===== config.mk =====
export PLATFORM = sky130hd
export DESIGN_NAME = ccs_clock_switch
export DESIGN_NICKNAME = d
export VERILOG_FILES = /design/src/rtl/ccs_pkg.sv /design/src/rtl/ccs_clock_switch.sv
export SDC_FILE = /design/constraint.sdc
export NUM_CORES = 1
export LEC_CHECK = 0
export ABC_AREA = 1
export BUFFER_PORTS_ARGS = -buffer_cell sky130_fd_sc_hd__clkbuf_2
export CORE_ASPECT_RATIO = 2
export CORE_MARGIN = 1.5
export CORE_UTILIZATION = 55
export CTS_BUF_LIST = sky130_fd_sc_hd__clkbuf_8 sky130_fd_sc_hd__clkbuf_16
export DETAILED_ROUTE_END_ITERATION = 10
export GPL_TIMING_DRIVEN = 1
export PLACE_DENSITY_LB_ADDON = 0.25
export SETUP_SLACK_MARGIN = 0.4
export SYNTH_ARGS = -nofsm -noshare
export SYNTH_HDL_FRONTEND = slang
export SYNTH_SLANG_ARGS = --single-unit

===== constraint.sdc =====
create_clock -name core_clk -period 5.1 [get_ports core_clk]
set_clock_uncertainty 0.05 [all_clocks]
set_input_delay 1.02 -clock core_clk [delete_from_list [all_inputs] [get_ports core_clk]]
set_output_delay 1.02 -clock core_clk [all_outputs]
set_load 0.01 [all_outputs]

===== src/rtl/ccs_pkg.sv =====
// constants for the clock source switch and reference clock output
// assumes a single core clock; oscillators arrive as raw pin levels
`default_nettype none
package ccs_pkg;
  // ****************************************
  // register map
  // ****************************************
  localparam logic [1:0] CCS_OFS_OSC_CTRL = 2'h0;
  localparam logic [1:0] CCS_OFS_AUX = 2'h1;
  localparam logic [1:0] CCS_OFS_STATUS = 2'h2;
  localparam int CCS_IDLE_BIT = 7;
  localparam int CCS_STARTUP_TIMEOUT_STATUS_BIT = 3;
  localparam int CCS_UNUSED_BIT = 2;
  localparam int CCS_RO_EN_BIT = 7;
  localparam int CCS_RO_SLP_BIT = 5;
  localparam int CCS_RO_SRC_BIT = 4;
  localparam int CCS_AUX_LFS_BIT = 0;
  localparam int CCS_AUX_SEC_EN_BIT = 1;
  localparam int CCS_AUX_ALT_BIT = 4;
  localparam logic [2:0] CCS_IFS_RESET = 3'h6;
  localparam logic [2:0] CCS_IFS_LOW = 3'h0;
  localparam logic [2:0] CCS_CFG_INT_A = 3'h0;
  localparam logic [2:0] CCS_CFG_INT_B = 3'h1;
  // ****************************************
  // switch timing, in ticks of the sources
  // ****************************************
  localparam logic [1:0] CCS_OLD_TICKS = 2'h2;
  localparam logic [1:0] CCS_NEW_TICKS = 2'h3;
  // ****************************************
  // types
  // ****************************************
  typedef enum logic [1:0] {
    CCS_SRC_PRI = 2'b00,
    CCS_SRC_SEC = 2'b01,
    CCS_SRC_RSVD = 2'b10,
    CCS_SRC_INT = 2'b11
  } ccs_src_type;
  typedef enum logic [1:0] {
    CCS_SW_RUN = 2'b00,
    CCS_SW_OLD = 2'b01,
    CCS_SW_NEW = 2'b10
  } ccs_sw_type;
  typedef enum logic [1:0] {
    CCS_PWR_ACTIVE = 2'b00,
    CCS_PWR_IDLE = 2'b01,
    CCS_PWR_SLEEP = 2'b10
  } ccs_pwr_type;
endpackage
`default_nettype wire


===== src/rtl/ccs_clock_switch.sv =====
// clock source selection, internal postscaler, glitch-free switch
// and divided reference clock output, all as core_clk enables
// assumes oscillator pins are slower than core_clk / 4
//
// Local design decisions: the strobed register port and the register addresses.
`timescale 1ns/1ps
`default_nettype none
// How it works
// - select 11 internal, 01 secondary, 00 primary
// - any reset clears select to primary
// - select write starts switch at once
// - frequency field maps eight postscaler rates
// - new frequency applies immediately when internal
// - reset sets postscaler to 4 MHz
// - field 000 picks fast/256 or slow osc
// - watchdog always clocked from slow osc
// - startup status set when primary timer expired
// - secondary running flag exclusive with startup status
// - sleep enters idle or full sleep
// - secondary select ignored unless oscillator enabled
// - pause two old plus three new ticks
// - primary uses postscaler for config 000/001
// - startup status resets to zero, then follows timer and two-speed strap
// - unused oscillator bit 2 reads one
// - alternate select swaps in reference register
// - output enable bit drives reference pin
// - divide base clock by two to the field
// - base is primary or current system clock
// - reference runs in sleep only if allowed
module ccs_clock_switch (
  // clock and reset
  input wire logic core_clk,
  input wire logic rst_b,
  // register port
  input wire logic [1:0] reg_addr,
  input wire logic [7:0] reg_wdata,
  input wire logic reg_wr,
  input wire logic reg_rd,
  output logic [7:0] reg_rdata,
  // oscillator and strap pins
  input wire logic primary_osc,
  input wire logic secondary_osc,
  input wire logic fast_internal_osc,
  input wire logic slow_internal_osc,
  input wire logic startup_timer_done,
  input wire logic two_speed_enable,
  input wire logic [2:0] oscillator_config_field,
  // power commands from the core
  input wire logic sleep_cmd,
  input wire logic wake_cmd,
  // clock enables and status
  output logic sys_clk_en,
  output logic cpu_clk_en,
  output logic periph_clk_en,
  output logic watchdog_clk_en,
  output var ccs_pkg::ccs_src_type active_source,
  // reference clock pin
  output logic refout_pin,
  output logic refout_pin_oe_b
);
  import ccs_pkg::*;

  // ****************************************
  // pin synchronisers
  // ****************************************
  // a change counts only when the second and third stages agree
  logic [8:0] sync1, sync2, sync3, filt;
  logic [8:0] next_filt;
  assign next_filt = (sync2 & sync3) | ((sync2 ^ sync3) & filt);
  always_ff @(posedge core_clk or negedge rst_b) begin
    if (!rst_b) begin
      {sync1, sync2, sync3, filt} <= 36'h0;
    end else begin
      sync1 <= {oscillator_config_field, two_speed_enable,
                startup_timer_done, slow_internal_osc,
                fast_internal_osc, secondary_osc, primary_osc};
      sync2 <= sync1;
      sync3 <= sync2;
      filt <= next_filt;
    end
  end
  logic [3:0] osc_tick;
  assign osc_tick = next_filt[3:0] & ~filt[3:0];
  logic ost_done, two_speed;
  logic [2:0] cfg;
  assign ost_done = filt[4];
  assign two_speed = filt[5];
  assign cfg = filt[8:6];

  // ****************************************
  // registers
  // ****************************************
  logic idle_en, ro_en, ro_slp, ro_src, alt_sel, lfs, sec_en;
  logic [2:0] ifs, next_ifs;
  logic [3:0] ro_div, next_ro_div;
  ccs_src_type sel, next_sel, wsel;
  logic next_idle_en, next_ro_en, next_ro_slp, next_ro_src;
  logic next_alt_sel, next_lfs, next_sec_en;
  logic startup_timeout_status, sec_running;
  ccs_sw_type sw_state;
  ccs_pwr_type pwr;
  logic [7:0] next_rdata;
  assign wsel = ccs_src_type'(reg_wdata[1:0]);
  always_comb begin
    next_idle_en = idle_en;
    next_ifs = ifs;
    next_sel = sel;
    {next_ro_en, next_ro_slp, next_ro_src} = {ro_en, ro_slp, ro_src};
    next_ro_div = ro_div;
    {next_alt_sel, next_lfs, next_sec_en} = {alt_sel, lfs, sec_en};
    next_rdata = 8'h00;
    if (reg_wr && reg_addr == CCS_OFS_OSC_CTRL) begin
      if (alt_sel) begin
        next_ro_en = reg_wdata[CCS_RO_EN_BIT];
        next_ro_slp = reg_wdata[CCS_RO_SLP_BIT];
        next_ro_src = reg_wdata[CCS_RO_SRC_BIT];
        next_ro_div = reg_wdata[3:0];
      end else begin
        next_idle_en = reg_wdata[CCS_IDLE_BIT];
        next_ifs = reg_wdata[6:4];
        // reserved code and unenabled secondary leave select alone
        if (wsel != CCS_SRC_RSVD &&
            (wsel != CCS_SRC_SEC || sec_en)) begin
          next_sel = wsel;
        end
      end
    end
    if (reg_wr && reg_addr == CCS_OFS_AUX) begin
      next_alt_sel = reg_wdata[CCS_AUX_ALT_BIT];
      next_lfs = reg_wdata[CCS_AUX_LFS_BIT];
      next_sec_en = reg_wdata[CCS_AUX_SEC_EN_BIT];
    end
    if (reg_rd) begin
      unique case (reg_addr)
        CCS_OFS_OSC_CTRL: begin
          if (alt_sel) begin
            next_rdata = {ro_en, 1'b0, ro_slp, ro_src, ro_div};
          end else begin
            next_rdata = {idle_en, ifs, startup_timeout_status, 1'b1, sel};
          end
        end
        CCS_OFS_AUX: next_rdata = {3'h0, alt_sel, 2'h0, sec_en, lfs};
        CCS_OFS_STATUS: next_rdata = {2'h0, pwr, active_source,
                                      sw_state != CCS_SW_RUN, sec_running};
        default: next_rdata = 8'h00;
      endcase
    end
  end
  always_ff @(posedge core_clk or negedge rst_b) begin
    if (!rst_b) begin
      idle_en <= 1'b0;
      ifs <= CCS_IFS_RESET;
      sel <= CCS_SRC_PRI;
      {ro_en, ro_slp, ro_src} <= 3'h0;
      ro_div <= 4'h0;
      {alt_sel, lfs, sec_en} <= 3'h0;
      reg_rdata <= 8'h00;
    end else begin
      idle_en <= next_idle_en;
      ifs <= next_ifs;
      sel <= next_sel;
      {ro_en, ro_slp, ro_src} <= {next_ro_en, next_ro_slp, next_ro_src};
      ro_div <= next_ro_div;
      {alt_sel, lfs, sec_en} <= {next_alt_sel, next_lfs, next_sec_en};
      reg_rdata <= next_rdata;
    end
  end

  // ****************************************
  // internal postscaler and source ticks
  // ****************************************
  logic [7:0] ps_cnt, ps_mask;
  logic int_tick, pri_tick, old_tick, new_tick;
  always_comb begin
    unique case (ifs)
      3'h7: ps_mask = 8'h00;
      3'h6: ps_mask = 8'h01;
      3'h5: ps_mask = 8'h03;
      3'h4: ps_mask = 8'h07;
      3'h3: ps_mask = 8'h0f;
      3'h2: ps_mask = 8'h1f;
      3'h1: ps_mask = 8'h3f;
      3'h0: ps_mask = 8'hff;
    endcase
  end
  // mask is taken from the live field, so a change acts at once
  assign int_tick = (ifs == CCS_IFS_LOW && !lfs) ? osc_tick[3] :
                    osc_tick[2] && ((ps_cnt & ps_mask) == ps_mask);
  always_ff @(posedge core_clk or negedge rst_b) begin
    if (!rst_b) begin
      ps_cnt <= 8'h00;
    end else if (osc_tick[2]) begin
      ps_cnt <= ps_cnt + 8'h01;
    end
  end
  assign pri_tick = (cfg == CCS_CFG_INT_A || cfg == CCS_CFG_INT_B) ?
                    int_tick : osc_tick[0];
  function automatic logic src_tick(input ccs_src_type s, input logic p,
                                    input logic t, input logic n);
    unique case (s)
      CCS_SRC_PRI: src_tick = p;
      CCS_SRC_SEC: src_tick = t;
      CCS_SRC_INT: src_tick = n;
      CCS_SRC_RSVD: src_tick = 1'b0;
    endcase
  endfunction
  ccs_src_type target;
  assign old_tick = src_tick(active_source, pri_tick, osc_tick[1],
                             int_tick);
  assign new_tick = src_tick(target, pri_tick, osc_tick[1], int_tick);

  // ****************************************
  // glitch-free switch and power modes
  // ****************************************
  ccs_sw_type next_sw_state;
  ccs_pwr_type next_pwr;
  ccs_src_type next_active, next_target;
  logic [1:0] sw_cnt, next_sw_cnt;
  logic next_sys, next_startup_timeout_status, next_sec_running;
  always_comb begin
    next_sw_state = sw_state;
    next_active = active_source;
    next_target = target;
    next_sw_cnt = sw_cnt;
    next_pwr = pwr;
    unique case (sw_state)
      CCS_SW_RUN: begin
        if (sel != active_source) begin
          next_target = sel;
          next_sw_cnt = 2'h0;
          next_sw_state = CCS_SW_OLD;
        end
      end
      CCS_SW_OLD: begin
        if (old_tick) begin
          next_sw_cnt = sw_cnt + 2'h1;
          if (sw_cnt == CCS_OLD_TICKS - 2'h1) begin
            next_sw_cnt = 2'h0;
            next_sw_state = CCS_SW_NEW;
          end
        end
      end
      CCS_SW_NEW: begin
        // a secondary that never starts stalls here
        if (new_tick) begin
          next_sw_cnt = sw_cnt + 2'h1;
          if (sw_cnt == CCS_NEW_TICKS - 2'h1) begin
            next_sw_cnt = 2'h0;
            next_active = target;
            next_sw_state = CCS_SW_RUN;
          end
        end
      end
      default: next_sw_state = CCS_SW_RUN;
    endcase
    if (pwr == CCS_PWR_ACTIVE && sleep_cmd) begin
      next_pwr = idle_en ? CCS_PWR_IDLE : CCS_PWR_SLEEP;
    end else if (wake_cmd) begin
      next_pwr = CCS_PWR_ACTIVE;
    end
    next_sys = sw_state == CCS_SW_RUN && old_tick &&
               pwr != CCS_PWR_SLEEP;
    next_startup_timeout_status = active_source == CCS_SRC_PRI &&
                (ost_done || !two_speed);
    next_sec_running = active_source == CCS_SRC_SEC &&
                       sw_state == CCS_SW_RUN;
  end
  always_ff @(posedge core_clk or negedge rst_b) begin
    if (!rst_b) begin
      sw_state <= CCS_SW_RUN;
      active_source <= CCS_SRC_PRI;
      target <= CCS_SRC_PRI;
      sw_cnt <= 2'h0;
      pwr <= CCS_PWR_ACTIVE;
      {sys_clk_en, cpu_clk_en, periph_clk_en, watchdog_clk_en} <= 4'h0;
      {startup_timeout_status, sec_running} <= 2'h0;
    end else begin
      sw_state <= next_sw_state;
      active_source <= next_active;
      target <= next_target;
      sw_cnt <= next_sw_cnt;
      pwr <= next_pwr;
      {sys_clk_en, periph_clk_en} <= {2{next_sys}};
      cpu_clk_en <= next_sys && pwr == CCS_PWR_ACTIVE;
      watchdog_clk_en <= osc_tick[3];
      {startup_timeout_status, sec_running} <= {next_startup_timeout_status, next_sec_running};
    end
  end

  // ****************************************
  // reference clock output
  // ****************************************
  logic base_tick, ro_run, next_ro_level;
  logic [14:0] ro_cnt, next_ro_cnt, ro_half;
  assign base_tick = ro_src ? osc_tick[0] : next_sys;
  // in sleep only an external primary keeps oscillating
  assign ro_run = ro_en && (pwr != CCS_PWR_SLEEP ||
                  (ro_slp && ro_src && cfg != CCS_CFG_INT_A &&
                   cfg != CCS_CFG_INT_B));
  assign ro_half = 15'h0001 << (ro_div - 4'h1);
  always_comb begin
    next_ro_cnt = ro_cnt;
    next_ro_level = refout_pin;
    if (!ro_run) begin
      next_ro_cnt = 15'h0000;
      next_ro_level = 1'b0;
    end else if (ro_div == 4'h0) begin
      next_ro_level = base_tick;
    end else if (base_tick) begin
      // a smaller divisor must not wait for the count to wrap
      if (ro_cnt >= ro_half - 15'h0001) begin
        next_ro_cnt = 15'h0000;
        next_ro_level = !refout_pin;
      end else begin
        next_ro_cnt = ro_cnt + 15'h0001;
      end
    end
  end
  always_ff @(posedge core_clk or negedge rst_b) begin
    if (!rst_b) begin
      ro_cnt <= 15'h0000;
      refout_pin <= 1'b0;
      refout_pin_oe_b <= 1'b1;
    end else begin
      ro_cnt <= next_ro_cnt;
      refout_pin <= next_ro_level;
      refout_pin_oe_b <= !ro_en;
    end
  end
endmodule // ccs_clock_switch
`default_nettype wire


==> results.yml, run 1 <==
status:
  status: "finished, final reports clean"
critical_path:
  startpoint_type: "register"
  r2r_end: "ro_cnt[13]"
  worst_r2r_startpoint: "ro_div[3]"
  r2r_setup_slack_ps: 1200
  rr_worst_depth: 21
  cp.arrival_ps: 4140
  cp_max_fo: 11
  cp.required_ps: 5340
  worstSetupEndpointType: "register"
  path_class: "reg2reg"
  crit_start: "ro_div[3]"
die:
  die_h_um: 138
  dieWidth_um: 70.4
  coreArea_sq_um: 8890
  die_area_sq_um: 9700
  ios: 41
  initial_utilization_pct: 56.2
  rows: 49
placement:
  portBuffers: 39
  placed_cell_area_sq_um: 5260
  dp.cells: 690
  hpwlAfterDp_mm: 8.21
  routabilityCongestion: 0.891
logic_synthesis:
  synth_area_leaders: "dfrtp_1, nand2_1, ha_1"
  synth_compound_area_share_pct: 9.24
  synth_area_sq_um: 5000
  synth_edf_count: 0
  synth_top_cell_by_area: "dfrtp_1"
  yosys-top-cells-count: "nand2_1, dfrtp_1, inv_1, nor2_1, o21ai_0"
  syn_area_per_cell_sq_um: 8.96
  yosys_register_bits: 96
  synthMuxAreaShare_pct: 0.225
  synth_top_family_by_area: "simple AND/OR/NAND/NOR gates"
  synthCells: 558
  synth_top_area_share_pct: 46.6
  yosysWarnings: 0
  yosys.area_share.xor_xnor_pct: 4.21
  synth_fa_ha_area_share_pct: 7.26
  synth.most_common_cell: "nand2_1"
  synth_flop_cell: "dfrtp_1"
  synth-simple-area-share_pct: 24.5
  synth_nets: 612
  async_flop_share_pct: 100
  netlist-cell-type-count: 45
  ys_seq_area_share_pct: 48.1
timing:
  rsz0062_at_grt: "no"
  finalSetupTns_ps: 0
  hold_ws_ps: 298
  finalCritPeriodShare_pct: 76.6
  fmax_mhz: 256
  finalMaxSlewViolations: 0
  relSlewSlack_pct: 54.8
  worst_pin_slew_ps: 677
  finalCriticalPeriod_ps: 3900
  finalHoldViolations: 0
  finalSetupViolations: 0
routing:
  drt_pass1_iterations: 4
  wl_mm: 10.7
  drc: 0
  ant_nets: 0
  wire_per_inst_um: 15.2
  vias: 3900
  routed_via_density: 5.52
  drt_iter0_markers: 211
clock_network:
  clkLatencyLatePin_ps: 340
  ctsHtreeMaxLevel: 3
  clk_pin_slew_ps: 70
  post_cts_buffers: 0
  cts_hold_buffers: 0
  numClockSinks: 96
  cts_root_buffer: "clkbuf_16"
  numCtsBuffers: 9
  cts_resized: 0
  clockBufferDepth: 2
  cts_tree: "built"
pwr:
  p_per_area_nw_per_um2: 436
  irDropWorstVdd_v: 0.000281
  p_leak_nw: 2.82
layout:
  final_core_util_pct: 62.8
  n_antenna_cell: 0
  nets: 653
  fin_area_sq_um: 5590
  seqCellArea_sq_um: 2410
  area_growth_pct: 11.7
  fillers: 732
  multi_input_area_sq_um: 2270
  stdcell_count: 706
  drive_gt1_share_pct: 18.4
global_route:
  grt_overflow: 0
  grt_pass1_vias: 4207
  use_met3_pct: 3.80
  grtUsageMet2_pct: 47.2
  grtUsageMet1_pct: 23.1
  grt_first_pass_wirelength_mm: 18.3
  antenna_found_initial: 0
  busiest_layer: "met2"
  grtUsageTotal_pct: 24.2
  grt_max_degree: 55
min_path:
  min_from: "sync1[1]"
  worst_hold_path.endpoint: "sync2[1]"
  hold_class: "reg2reg"
  worst_hold_path.num_cells: 0
flow_run:
  max_cap_violations: 0
-- layout make-up --
class / instances / share of cell area [%]
Multi-Input combinational cell: 385 / 40.7
Inverter: 67 / 4.50
Sequential cell: 96 / 43.1
Clock buffer: 9 / 4.03
Clock inverter: 7 / 1.77
Timing Repair Buffer: 40 / 3.67
Tap cell: 102 / 2.28
-- sequential cells by signal, summed over array words and instances, names as in the netlist, 2 cells and up --
| signal | flops |
|---|---|
| active_source | 2 |
| filt | 8 |
| ifs | 3 |
| ps_cnt | 8 |
| pwr | 2 |
| reg_rdata | 8 |
| ro_cnt | 15 |
| ro_div | 4 |
| sel | 2 |
| sw_cnt | 2 |
| sw_state | 2 |
| sync1 | 8 |
| sync2 | 8 |
| sync3 | 8 |
| target | 2 |
-- worst max-delay path: stages, from the launching register on --
cell	delay [ps]
dfrtp_1	530
inv_2	170
nand3_1	170
ha_1	210
inv_1	50
nor2_1	160
nand3_1	150
a21oi_2	190
o21ai_0	140
xor2_1	220
ha_1	290
nand2_1	70
inv_1	40
o21ai_0	150
nand2_1	80
a21oi_1	150
nand3_2	240
nor2_2	340
inv_1	160
nor2_1	170
nand2_2	70
nand2_2	50
-- cell usage in the layout, fill, tap and decap left out, drive strengths merged, types with 2 or more instances in the layout --
master  instances
clkbuf         47
nor2           51
dfstp           3
o22ai           3
a21oi          22
xor2           21
xnor2           3
nor3           18
dfrtp          93
clkinv          2
ha             29
buf             2
bufinv          2
nand2         128
nand4          15
a21o            6
a221oi          3
nand3          31
o21ai          41
nor3b           4
inv            69
-- cell families (layout without fill, tap and decap cells) --
| family | Yosys count | after routing |
|---|---|---|
| AOI/OAI and AO/OA | 81 | 81 |
| adders and majority gates | 29 | 29 |
| buffers and inverters | 77 | 123 |
| and+or+nand+nor | 250 | 250 |
| muxes | 1 | 1 |
| DFF | 96 | 96 |
| xor gates and xnor gates | 24 | 24 |
-- metal layers --
layer / vias to the layer above / share of wire (%)
met4: 0 / 3.8
met5: - / 0
li1: 1921 / -
met2: 79 / 58
met3: 25 / 2.8
met1: 1875 / 36
-- worst max path at each step --
stage                 end  cells after the start
2_1_floorplan  ro_cnt[14]                     23
3_3_place_gp   ro_cnt[13]                     21
3_5_place_dp   ro_cnt[14]                     21
4_1_cts        ro_cnt[14]                     21
5_1_grt        ro_cnt[13]                     21
6_report       ro_cnt[13]                     21
-- power by group --
group	switching (mW)	leakage, nW	internal (mW)
combinational	0.474	1.46	0.243
sequential	0.106	1.21	0.877
clock	0.300	0.157	0.434
total	0.880	2.82	1.55
-- metrics by stage --
stage | total power [mW] | worst slack [ps]
2_1_floorplan | 1.52 | 1950
3_3_place_gp | 1.67 | 1450
3_5_place_dp | 1.71 | 1230
4_1_cts | 2.45 | 1200
5_1_grt | 2.59 | 882
6_report | 2.43 | 1200
No activity file was read; power rests on OpenSTA's default activity.
==> run 2: changes to the inputs <==
- clock period: 5.1 -> 3.6 ns (I/O delays scaled with it)
==> run 2 against run 1 <==
Compared with the run above: maximum frequency increased by 24%; flip-flop and latch count unchanged; sequential power rose by 40%; largest cell class unchanged; global-route usage rose by 0.44 points; non-clock buffer count rose by 15.
==> results.yml, run 2 (synthesis results as in run 1) <==
status:
  status: "finished, final reports clean"
placement:
  portBuffers: 39
  pre_cts_slack_ps: 222
  hpwlAfterDp_mm: 8.34
  routabilityCongestion: 0.888
timing:
  finalSetupTns_ps: 0
  worst_pin_slew_ps: 717
  finalCriticalPeriod_ps: 3160
  setup_ws_ps: 441
  rsz0062_at_grt: "yes"
  finalSetupViolations: 0
  finalHoldViolations: 0
  finalMaxSlewViolations: 0
  fmax_mhz: 317
  relSlewSlack_pct: 52.2
  finalCritPeriodShare_pct: 87.7
routing:
  vias: 3996
  drc: 0
  routed_via_density: 5.54
  wl_mm: 11.1
  ant_nets: 0
  drt_pass1_iterations: 4
  wire_per_inst_um: 15.4
  drt_iter0_markers: 184
min_path:
  hold_class: "reg2reg"
die:
  rows: 49
  die_h_um: 138
  dieWidth_um: 70.4
  coreArea_sq_um: 8890
  initial_utilization_pct: 56.2
  die_area_sq_um: 9700
  ios: 41
clock_network:
  cts_tree: "built"
  clkLatencyLatePin_ps: 340
  cts_root_buffer: "clkbuf_16"
  numCtsBuffers: 9
  ctsHtreeMaxLevel: 3
  numClockSinks: 96
  clk_pin_slew_ps: 70
  clockBufferDepth: 2
global_route:
  grt_overflow: 0
  grt_max_degree: 57
  antenna_found_initial: 0
  grt_pass1_vias: 4096
  grt_first_pass_wirelength_mm: 18.6
  grtUsageTotal_pct: 24.7
layout:
  layout_common_cells: "nand2_1, dfrtp_1, inv_1"
  n_antenna_cell: 0
  multi_input_area_sq_um: 2380
  fillers: 736
  largest_register: "ro_cnt"
  final_common_cell: "nand2_1"
  area_growth_pct: 15.8
  nets: 668
  drive_gt1_share_pct: 24.7
  seqCellArea_sq_um: 2410
  largest_register_ffs: 15
critical_path:
  cp_max_fo: 4
  cp.required_ps: 3830
  startpoint_type: "register"
  cp.arrival_ps: 3390
  path_class: "reg2reg"
  worstSetupEndpointType: "register"
pwr:
  p_per_area_nw_per_um2: 607
  clock_power_share_pct: 26.0
  sw_frac_of_total_pct: 38.3
  net-switching-power_mw: 1.35
  p_leak_nw: 2.89
  irDropWorstVdd_v: 0.000371
  power_frac_seq_pct: 39.2
  pwr-share-comb_pct: 34.8
  internal_power_mw: 2.17
flow_run:
  max_cap_violations: 0
==> run 2: cell count changes in the layout (fill, tap and decap cells not counted), moves of 5 or more <==
cell / change
nor3_1: -7
buf_4: +11
nor3_2: +6
inv_1: -5
==> run 2: power groups by stage <==
stage | sequential [mW] | combinational (mW) | clock, mW
6_report | 1.38 | 1.22 | 0.913
5_1_grt | 1.40 | 1.38 | 0.986
4_1_cts | 1.37 | 1.09 | 0.942
3_5_place_dp | 1.40 | 1.03 | 0
3_3_place_gp | 1.39 | 0.981 | 0
2_1_floorplan | 1.36 | 0.801 | 0
==> run 2: layout make-up <==
cell class / instances / share of cell area [%]
clock buffers: 9 / 3.89
clock inverters: 7 / 1.12
inverters: 67 / 4.39
multi-input cells: 385 / 41.0
flip-flops and latches: 96 / 41.6
well taps: 102 / 2.20
repair buffers: 55 / 5.75
==> run 2: path summary, 6_finish.rpt <==
| path | from | endpoint | slack (ps) | cells after the start |
|---|---|---|---|---|
| setup reg to reg | ro_div[0] | ro_cnt[1] | 440 | 23 |
| max in group asynchronous | rst_b | refout_pin_oe_b | 2320 | 2 |
| min in group asynchronous | rst_b | ro_cnt[2] | 380 | 1 |
| hold reg to reg | sync1[5] | sync2[5] | 300 | 0 |
| setup / recovery | ro_div[0] | ro_cnt[1] | 440 | 23 |
| hold / removal | sync1[5] | sync2[5] | 300 | 0 |
==> run 2: per-layer routing <==
layer  global-route usage [%]  up-vias  part of all wire, %
li1                         -     1952                    -
met1                     25.0     1954                   36
met2                     47.4       65                   58
met3                     3.51       25                  2.2
met4                     13.0        0                  3.6
met5                        0        -                    0
==> run 2: repair_timing <==
item                       in CTS  in global routing
hold buffers                    0                  0
gates resized for setup        12                 28
setup endpoints to repair      16                 16
pin swaps                       1                 13
buffers inserted                3                  8
==> run 2: stage by stage <==
step	util [%]	power, mW	std cells	hold WS, ps	cell area [sq um]
6_report	65.1	3.52	721	298	5790
4_1_cts	63.4	3.41	713	301	5640
2_1_floorplan	-	2.16	558	281	5000
3_3_place_gp	59.5	2.37	694	283	5290
3_5_place_dp	59.5	2.43	694	286	5290
5_1_grt	65.1	3.76	721	306	5790
==> run 2: worst max-delay path: stages (launching register included) <==
cell and delay, ps:
dfrtp_1 400, buf_4 160, nand2_2 90, nor2_1 60, nand2_1 120, nand2_2 90, nor2_4 120, nand3_2 110
a21oi_4 190, o21ai_2 110, o21ai_1 90, o21ai_1 90, ha_1 310, nand2_1 80, inv_2 40, nand3_2 90
inv_2 60, a21oi_2 160, nand3_2 130, nor2_4 160, buf_6 110, buf_6 100, nand4_1 90, nand2_1 80
